===== src/brt_regs.vh =====
// Constants for the buffer memory access sequencer.
// Assumes a single system clock and a register write port supplied by the
// microcontroller interface logic of the surrounding controller.
//
// Behaviour
// [RQ1] SRAM access lasts a count of clock periods set by timing register bits 1-0.
// [RQ2] DRAM row strobe low and high widths come from timing register bits 3-0.
// [RQ3] Column strobe falls one clock after the row strobe falls.
// [RQ4] Column strobe rises together with the row strobe.
// [RQ5] Output enable follows column strobe on reads; stays high on writes and refresh.
// [RQ6] Writes are early writes; write strobe follows the row strobe. Page-hit writes leave the write strobe at the level the row-opening access set.
// [RQ7] Write data valid by column strobe fall and held while it is low.
// [RQ8] Column address held unchanged while the column strobe is low.
// [RQ9] Page mode keeps row strobe low and pulses column strobe per access.
// [RQ10] Refresh pulses row strobe only, no output enable and no write strobe.
`ifndef BRT_REGS_VH
`define BRT_REGS_VH

// ==========================================================
// Register map
`define BRT_ADDR_W          8
`define BRT_TIMING_OFS      8'h54
`define BRT_TIMING_RST      8'h00

// ==========================================================
// Timing register fields
`define BRT_SRAM_LEN_LSB    0
`define BRT_SRAM_LEN_MSB    1
`define BRT_RAS_LOW_LSB     0
`define BRT_RAS_LOW_MSB     1
`define BRT_RAS_HIGH_LSB    2
`define BRT_RAS_HIGH_MSB    3
`define BRT_PG_CL_LSB       4
`define BRT_PG_CL_MSB       5
`define BRT_PG_CH_LSB       6
`define BRT_PG_CH_MSB       7

// ==========================================================
// Access kinds
`define BRT_OP_READ         2'h0
`define BRT_OP_WRITE        2'h1
`define BRT_OP_REFRESH      2'h2

// ==========================================================
// Widths and counters
`define BRT_CNT_W           3
`define BRT_CNT_ONE         3'h1
`define BRT_CNT_ZERO        3'h0
`define BRT_MEM_ADDR_W      11
`define BRT_FULL_ADDR_W     22
`define BRT_DATA_W          8

// ==========================================================
// Request address fields
`define BRT_ROW_MSB         21
`define BRT_ROW_LSB         11
`define BRT_COL_MSB         10
`define BRT_COL_LSB         0
`define BRT_SRAM_A16        16
`define BRT_SRAM_A17        17

`endif


===== src/brt_seq.v =====
// Buffer memory access sequencer: SRAM, normal DRAM, page mode and refresh.
// Assumes the buffer arbiter holds its request until acknowledged and that
// register writes arrive as one-cycle strobes, synchronous to clk_sys.
`include "brt_regs.vh"
`timescale 1ns/1ns
`default_nettype none

module brt_seq
(
   // Clock and reset
   input  wire                          clk_sys,
   input  wire                          srst,
   // Register port
   input  wire                          reg_wr,
   input  wire [`BRT_ADDR_W-1:0]        reg_addr,
   input  wire [7:0]                    reg_wdata,
   output reg  [7:0]                    reg_rdata_q,
   // Configuration
   input  wire                          dram_mode,
   // Access request
   input  wire                          acc_req,
   input  wire [1:0]                    acc_op,
   input  wire                          acc_page,
   input  wire [`BRT_FULL_ADDR_W-1:0]   acc_addr,
   input  wire [`BRT_DATA_W-1:0]        acc_wdata,
   output reg                           acc_ack_q,
   output reg                           acc_done_q,
   output reg  [`BRT_DATA_W-1:0]        acc_rdata_q,
   output reg                           busy_q,
   // Memory pins
   output reg  [`BRT_MEM_ADDR_W-1:0]    mem_addr_q,
   output reg  [`BRT_DATA_W-1:0]        mem_dout_q,
   output reg                           mem_dout_en_q,
   input  wire [`BRT_DATA_W-1:0]        mem_din,
   output reg                           row_strobe_or_addr16_n_q,
   output reg                           col_strobe_or_addr17_n_q,
   output reg                           mem_output_enable_n_q,
   output reg                           mem_write_enable_n_q
);

   // ==========================================================
   // States
   localparam [2:0] ST_IDLE  = 3'h0;
   localparam [2:0] ST_SRAM  = 3'h1;
   localparam [2:0] ST_RAS   = 3'h2;
   localparam [2:0] ST_CAS   = 3'h3;
   localparam [2:0] ST_PRE   = 3'h4;
   localparam [2:0] ST_PGHI  = 3'h6;

   reg [2:0]                state_q;
   reg [`BRT_CNT_W-1:0]     cnt_q;
   reg [1:0]                op_q;
   reg [`BRT_MEM_ADDR_W-1:0] col_q;
   reg [`BRT_MEM_ADDR_W-1:0] row_q;
   reg                      page_open_q;

   // ==========================================================
   // Timing register and derived counts (field value plus one periods)
   wire [`BRT_CNT_W-1:0] sram_len =
      {1'b0, reg_rdata_q[`BRT_SRAM_LEN_MSB:`BRT_SRAM_LEN_LSB]} + `BRT_CNT_ONE;
   wire [`BRT_CNT_W-1:0] ras_low =
      {1'b0, reg_rdata_q[`BRT_RAS_LOW_MSB:`BRT_RAS_LOW_LSB]} + `BRT_CNT_ONE;
   wire [`BRT_CNT_W-1:0] ras_high =
      {1'b0, reg_rdata_q[`BRT_RAS_HIGH_MSB:`BRT_RAS_HIGH_LSB]} + `BRT_CNT_ONE;
   wire [`BRT_CNT_W-1:0] pg_cl =
      {1'b0, reg_rdata_q[`BRT_PG_CL_MSB:`BRT_PG_CL_LSB]} + `BRT_CNT_ONE;
   wire [`BRT_CNT_W-1:0] pg_ch =
      {1'b0, reg_rdata_q[`BRT_PG_CH_MSB:`BRT_PG_CH_LSB]} + `BRT_CNT_ONE;

   wire is_read  = (op_q == `BRT_OP_READ);
   wire is_write = (op_q == `BRT_OP_WRITE);
   wire same_row = page_open_q && acc_page
                   && (acc_addr[`BRT_ROW_MSB:`BRT_ROW_LSB] == row_q)
                   && (acc_op != `BRT_OP_REFRESH);

   always @(posedge clk_sys)
   begin
      if (srst)
         reg_rdata_q <= `BRT_TIMING_RST;
      else if (reg_wr && (reg_addr == `BRT_TIMING_OFS))
         reg_rdata_q <= reg_wdata;
   end

   // ==========================================================
   // Sequencer
   always @(posedge clk_sys)
   begin
      if (srst)
      begin
         state_q                  <= ST_IDLE;
         cnt_q                    <= `BRT_CNT_ZERO;
         op_q                     <= `BRT_OP_READ;
         col_q                    <= {`BRT_MEM_ADDR_W{1'b0}};
         row_q                    <= {`BRT_MEM_ADDR_W{1'b0}};
         page_open_q              <= 1'b0;
         acc_ack_q                <= 1'b0;
         acc_done_q               <= 1'b0;
         acc_rdata_q              <= {`BRT_DATA_W{1'b0}};
         busy_q                   <= 1'b0;
         mem_addr_q               <= {`BRT_MEM_ADDR_W{1'b0}};
         mem_dout_q               <= {`BRT_DATA_W{1'b0}};
         mem_dout_en_q            <= 1'b0;
         row_strobe_or_addr16_n_q <= 1'b1;
         col_strobe_or_addr17_n_q <= 1'b1;
         mem_output_enable_n_q    <= 1'b1;
         mem_write_enable_n_q     <= 1'b1;
      end
      else
      begin
         acc_ack_q  <= 1'b0;
         acc_done_q <= 1'b0;
         case (state_q)
            ST_IDLE:
            begin
               // An open page is closed in any idle cycle that has no same-row page request
               if (acc_req && !acc_ack_q && page_open_q && same_row)
               begin
                  acc_ack_q                <= 1'b1;
                  busy_q                   <= 1'b1;
                  op_q                     <= acc_op;
                  mem_addr_q               <= acc_addr[`BRT_COL_MSB:`BRT_COL_LSB]; // RQ8
                  mem_dout_q               <= acc_wdata;                        // RQ7
                  mem_dout_en_q            <= (acc_op == `BRT_OP_WRITE);
                  col_strobe_or_addr17_n_q <= 1'b0;                             // RQ9
                  mem_output_enable_n_q    <= (acc_op != `BRT_OP_READ);         // RQ5
                  // Straight into the column phase so the low width is exactly pg_cl
                  cnt_q                    <= pg_cl;                            // RQ9
                  state_q                  <= ST_CAS;
               end
               else if (page_open_q && !(acc_req && !acc_ack_q && same_row))
               begin
                  // Leave page: release row, precharge for the high width
                  row_strobe_or_addr16_n_q <= 1'b1;
                  mem_write_enable_n_q     <= 1'b1;                             // RQ6
                  page_open_q              <= 1'b0;
                  busy_q                   <= 1'b1;
                  cnt_q                    <= ras_high;                         // RQ2
                  state_q                  <= ST_PRE;
               end
               else if (acc_req && !acc_ack_q)
               begin
                  acc_ack_q     <= 1'b1;
                  busy_q        <= 1'b1;
                  op_q          <= acc_op;
                  row_q         <= acc_addr[`BRT_ROW_MSB:`BRT_ROW_LSB];
                  mem_dout_q    <= acc_wdata;                                   // RQ7
                  mem_dout_en_q <= (acc_op == `BRT_OP_WRITE);
                  if (!dram_mode)
                  begin
                     // SRAM: high address bits share the strobe pins
                     mem_addr_q               <= acc_addr[`BRT_COL_MSB:`BRT_COL_LSB];
                     row_strobe_or_addr16_n_q <= acc_addr[`BRT_SRAM_A16];
                     col_strobe_or_addr17_n_q <= acc_addr[`BRT_SRAM_A17];
                     mem_output_enable_n_q    <= (acc_op != `BRT_OP_READ);
                     mem_write_enable_n_q     <= (acc_op != `BRT_OP_WRITE);
                     cnt_q                    <= sram_len;                      // RQ1
                     state_q                  <= ST_SRAM;
                  end
                  else
                  begin
                     mem_addr_q               <= acc_addr[`BRT_ROW_MSB:`BRT_ROW_LSB];
                     row_strobe_or_addr16_n_q <= 1'b0;
                     mem_write_enable_n_q     <= (acc_op != `BRT_OP_WRITE);   // RQ6 RQ10
                     page_open_q              <= acc_page && (acc_op != `BRT_OP_REFRESH);
                     col_q                    <= acc_addr[`BRT_COL_MSB:`BRT_COL_LSB];
                     cnt_q                    <= ras_low;                       // RQ2
                     state_q                  <= ST_RAS;
                  end
               end
               else
                  busy_q <= page_open_q;
            end
            ST_SRAM:
            begin
               if (cnt_q == `BRT_CNT_ONE)
               begin
                  if (is_read)
                     acc_rdata_q <= mem_din;
                  mem_output_enable_n_q <= 1'b1;
                  mem_write_enable_n_q  <= 1'b1;
                  mem_dout_en_q         <= 1'b0;
                  acc_done_q            <= 1'b1;
                  busy_q                <= 1'b0;
                  state_q               <= ST_IDLE;
               end
               cnt_q <= cnt_q - `BRT_CNT_ONE;
            end
            ST_RAS:
            begin
               // One row-strobe-low period, then the column phase
               mem_addr_q <= col_q;                                             // RQ8
               if (op_q != `BRT_OP_REFRESH)
               begin
                  col_strobe_or_addr17_n_q <= 1'b0;                             // RQ3
                  mem_output_enable_n_q    <= !is_read;                         // RQ5
               end
               cnt_q   <= cnt_q - `BRT_CNT_ONE;
               state_q <= (cnt_q == `BRT_CNT_ONE) ? ST_CAS : ST_CAS;
               if (cnt_q == `BRT_CNT_ONE)
                  cnt_q <= `BRT_CNT_ONE;
            end
            ST_CAS:
            begin
               if (cnt_q == `BRT_CNT_ONE)
               begin
                  if (is_read)
                     acc_rdata_q <= mem_din;
                  acc_done_q            <= 1'b1;
                  col_strobe_or_addr17_n_q <= 1'b1;                             // RQ4
                  mem_output_enable_n_q <= 1'b1;                                // RQ5
                  mem_dout_en_q         <= 1'b0;
                  if (page_open_q)
                  begin
                     // The idle cycle that takes the next column counts as a high period
                     cnt_q   <= pg_ch - `BRT_CNT_ONE;                           // RQ9
                     state_q <= (pg_ch == `BRT_CNT_ONE) ? ST_IDLE : ST_PGHI;
                  end
                  else
                  begin
                     row_strobe_or_addr16_n_q <= 1'b1;                          // RQ4
                     mem_write_enable_n_q     <= 1'b1;                          // RQ6 RQ10
                     cnt_q                    <= ras_high;                      // RQ2
                     state_q                  <= ST_PRE;
                  end
               end
               else
                  cnt_q <= cnt_q - `BRT_CNT_ONE;
            end
            ST_PRE:
            begin
               if (cnt_q == `BRT_CNT_ONE)
               begin
                  busy_q  <= 1'b0;
                  state_q <= ST_IDLE;
               end
               cnt_q <= cnt_q - `BRT_CNT_ONE;
            end
            ST_PGHI:
            begin
               if (cnt_q == `BRT_CNT_ONE)
                  state_q <= ST_IDLE;
               cnt_q <= cnt_q - `BRT_CNT_ONE;
            end
            default:
               state_q <= ST_IDLE;
         endcase
      end
   end

endmodule

`default_nettype wire


===== config.mk =====
export PLATFORM = sky130hd
export DESIGN_NAME = brt_seq
export DESIGN_NICKNAME = d
export VERILOG_FILES = /design/src/brt_seq.v
export VERILOG_INCLUDE_DIRS = /design/src
export SDC_FILE = /design/constraint.sdc
export NUM_CORES = 1
export LEC_CHECK = 0
export BUFFER_PORTS_ARGS = -buffer_cell sky130_fd_sc_hd__clkbuf_2
export CORE_MARGIN = 5
export CORE_UTILIZATION = 35
export CTS_CLUSTER_DIAMETER = 100
export DETAILED_ROUTE_END_ITERATION = 10
export HOLD_SLACK_MARGIN = 0.12
export SETUP_SLACK_MARGIN = 0.1
export SLEW_MARGIN = 20
export SYNTH_ARGS = -nofsm -noshare
export SYNTH_HDL_FRONTEND = slang
export SYNTH_SLANG_ARGS = --single-unit

===== constraint.sdc =====
create_clock -name clk_sys -period 2.2 [get_ports clk_sys]
set_input_delay 0.44 -clock clk_sys [delete_from_list [all_inputs] [get_ports clk_sys]]
set_output_delay 0.44 -clock clk_sys [all_outputs]
set_load 0.005 [all_outputs]

==> metrics.md <==
| Metric | Value |
|---|---|
| Multi-input logic area | `2320 sq um` |
| Fin Clk Skew | `11.2 ps` |
| Final-stage net count | `639` |
| Die Y | `114 microns` |
| Port Buffers | `104` |
| Worst hold path type | `primary input to flop` |
| Via count | `3571` |
| Max VDD drop | `0.000435 V` |
| Leakage | `2.29 nW` |
| N_diodes | `0` |
| Startpoint Class | `flop` |
| Flop pwr share | `40.7%` |
| Sw power | `1.25 mW` |
| Chip width | `114 microns` |
| R2R Path Start | `row_q[2]$_SDFFE_PP0P_` |
| Outcome | `finished clean` |
| Gr usage total | `16.5%` |
| Pwr dens | `743 nW/um^2` |
| Cell Chain, Critical Path | `xnor2_2 > nand3_2 > nor4_2 > buf_4 > o21a_4 > buf_4 > or4b_2 > o211ai_1` |
| Hold path startpoint | `mem_din[4]` |
| Share of post-route cells with drive strength above 1 | `38.7%` |
| CP arrival | `2360 ps` |
| Crit end category | `flop` |
| Synth warn | `0` |
| Largest net degree at the start of global routing | `29` |
| Cts-stage hold buffer count | `0` |
| R2R Path End | `mem_addr_q[1]$_SDFFE_PP0P_` |
| Root buf cell | `clkbuf_8` |
| FF-to-FF setup slack | `130 ps` |
| Area Growth Syn to Fin | `36.7%` |
| Crit path top cell by count | `buf_4` |
| Crit path kind | `flop to flop` |
| Distinct cells, synth | `52` |
| Count leader, synth | `dfxtp_1` |
| R2R depth | `8` |
| CTS tree | `done` |
| Hold Path Depth | `3` |
| Slowest Stage Delay on Critical Path | `630 ps` |
| Core box area | `10700 sq um` |
| CP delay by family, top | `simple AND/OR/NAND/NOR gates` |
| Sequential share of the synthesized area | `39.1%` |
| FMAX | `482 MHz` |
| Row count | `38` |
| Vias in the first global route | `3479` |
| Post-synthesis cell area | `3790 sq um` |
| Post-synth EDFFs | `0` |
| Antenna Nets Post-Route | `0` |
| Tot Pwr | `3.85 mW` |
| H-tree levels | `3` |
| Clock share of power | `28.7%` |
| Vias/cell | `5.00` |
| DP Area | `4750 sq um` |
| Setup violators final | `0` |
| Tightest Pin Transition | `552 ps` |
| Cells after Synth | `424` |
| Post-DP HPWL | `8140 microns` |
| Die area | `13000 sq um` |
| TritonCTS buffer count | `9` |
| Clk Latency, worst-skew pair | `360 ps` |
| 1st-iter DRT viols | `239` |
| Avg Cell Area, Syn | `8.94 sq um` |
| First-pass GRT wire length | `17100 microns` |
| # DRC | `0` |
| Routed WL per cell | `15.5 microns` |
| Routed WL | `11000 microns` |
| Slew HR | `63.0%` |
| Final hold viol count | `0` |
| Sw Share | `32.5%` |
| Setup TNS | `0 ps` |
| Comb pwr share | `30.6%` |
| Maximum fanout along the worst path | `5` |
| RSZ-0062 raised after global routing | `yes` |
| Worst Path Required | `2490 ps` |
| Design area | `5180 sq um` |
| Reg clk slew, reported paths | `90 ps` |
| Initial antenna violation count | `0` |
| CTS Buffer Depth | `2` |
| #FFs+latches synth | `74` |
| Pint | `2.60 mW` |
| Buf/Inv on CP | `2` |
| Largest cells by area after synthesis | `dfxtp_1 (39%), mux2i_1 (12%), nor2_1 (5.7%)` |
| Initial Util | `35.3%` |
| Worst path depth | `8` |
| Final non-filler cell total | `714` |
| DRT Pass-1 Iters | `5` |
| # IOs | `105` |
| Period utilization | `94.3%` |
| Global placement routability congestion | `0.844` |
| Register area | `1490 sq um` |
| Minimum clock period | `2070 ps` |
| Critical-path top delay cell | `or4b_2` |
| Yosys top cell area share | `39.1%` |
| Synth cell count leaders | `dfxtp_1 (74), nor2_1 (58), mux2i_1 (46), nand2_1 (40), a21oi_1 (31)` |
| Max Slew Vio Count | `0` |
| Async set-or-reset flop fraction in the synthesized netlist | `0%` |
| Fill count | `1052` |
| Clock sink count | `74` |
| Max-cap viol count | `0` |
| Synth area leader | `dfxtp_1` |
| Total gr overflow | `0` |
| Syn Nets | `494` |
| Cells after DPL | `691` |
| Hold EP | `acc_rdata_q[4]$_SDFFE_PP0P_` |
| Top_reg_cell synth | `dfxtp_1` |
## layout make-up
type / instances / share of cell area [%]
multi-input cells: 317 / 44.9
flip-flops and latches: 74 / 28.8
repair buffers: 158 / 18.4
well taps: 140 / 3.38
clock buffers: 11 / 2.73
clock inverters: 5 / 1.21
inverters: 9 / 0.652
## worst register-to-register path, delay by kind of cell (launching register included)
| family | cells | cell delay (ps) |
|---|---|---|
| flops | 1 | 350 |
| xor+xnor | 1 | 160 |
| compound gates | 2 | 340 |
| simple gates | 3 | 870 |
| buf+inv | 2 | 290 |
## layout by cell type, fill, tap and decap left out, types with 2 or more instances in the layout
cell        synthesis  routed
clkbuf_8            0      10
or4b_2              2       2
nand2_1            40      40
nand3b_1           20      20
o21a_1              2       2
o211ai_1            2       2
nand2b_1            7       7
xnor2_2             0       9
and2_1              2       2
o221ai_2            8       8
a211oi_1            4       4
a21oi_1            31      31
buf_12              1       2
nor2b_1             5       5
nor3_1              5       5
a2111oi_4           0       2
nor3_2              2       2
xnor2_4             0       2
nor2_1             58      58
buf_4               2      52
nor4_1              4       3
mux2i_1            46      45
ha_1                8       8
nand3_1            12      12
nand4_1             4       4
o21ai_0            11      11
nand3_2             2       2
clkbuf_2            0     104
mux2_2              3       2
inv_1               9       9
clkinvlp_4          0       2
dfxtp_1            74      67
dfxtp_2             0       7
xnor2_1            14       3
## worst max-delay path by stage
stage,from,to,slack [ps]
CTS,row_q[3]$_SDFFE_PP0P_,cnt_q[2]$_SDFFE_PP0P_,120
global placement,acc_addr[19],mem_addr_q[1]$_SDFFE_PP0P_,-100
global route,row_q[2]$_SDFFE_PP0P_,cnt_q[2]$_SDFFE_PP0P_,50
floorplan,acc_addr[14],cnt_q[2]$_SDFFE_PP0P_,100
detailed placement,acc_addr[14],cnt_q[2]$_SDFFE_PP0P_,-160
finish,row_q[2]$_SDFFE_PP0P_,mem_addr_q[1]$_SDFFE_PP0P_,130
## stage by stage
step                hold slack, ps  setup WS [ps]  utilization [%]
CTS                            300            122             46.3
detailed placement             447           -159             44.2
finish                         312            125             48.2
global placement               441          -96.1             44.2
floorplan                      436            102                -
global route                   311           51.2             48.2
## power groups by stage
stage               registers (mW)  logic [mW]  clock network, mW
global placement              1.58        1.07                  0
floorplan                     1.58       0.646                  0
finish                        1.57        1.18               1.11
global route                  1.58        1.28               1.18
CTS                           1.55        1.10               1.13
detailed placement            1.58        1.08                  0
## what timing repair did
item	4_1_cts	5_1_grt
pin swaps	1	9
cloned	0	1
setup buffers	0	6
endpoints found under the setup margin	2	28
gates resized for setup	4	26
## kinds of logic after synthesis
| logic type | count (synthesis) | synth area share (%) |
|---|---|---|
| xor gates and xnor gates | 14 | 3.24 |
| buffers and inverters | 34 | 4.16 |
| AOI/OAI and AO/OA | 71 | 13.7 |
| and+or+nand+nor | 174 | 24.1 |
| adders and majority gates | 8 | 2.64 |
| muxes | 49 | 13.0 |
| DFF | 74 | 39.1 |
## per-layer routing
metal  track usage (%)  vias up  wire (microns)
met4              6.89        0             181
met3              2.44       12             634
met2              27.4      121            5340
met1              21.4     1643            4890
li1                  -     1795               -
met5                 0        -               0
## registers in the layout, summed over array words and instances (netlist names), 3 cells and up
name,count
reg_rdata_q,8
row_q,11
col_q,11
acc_rdata_q,8
cnt_q,3
mem_addr_q,11
state_q,3
mem_dout_q,8
Note: power is estimated with default switching activity, not from simulation.
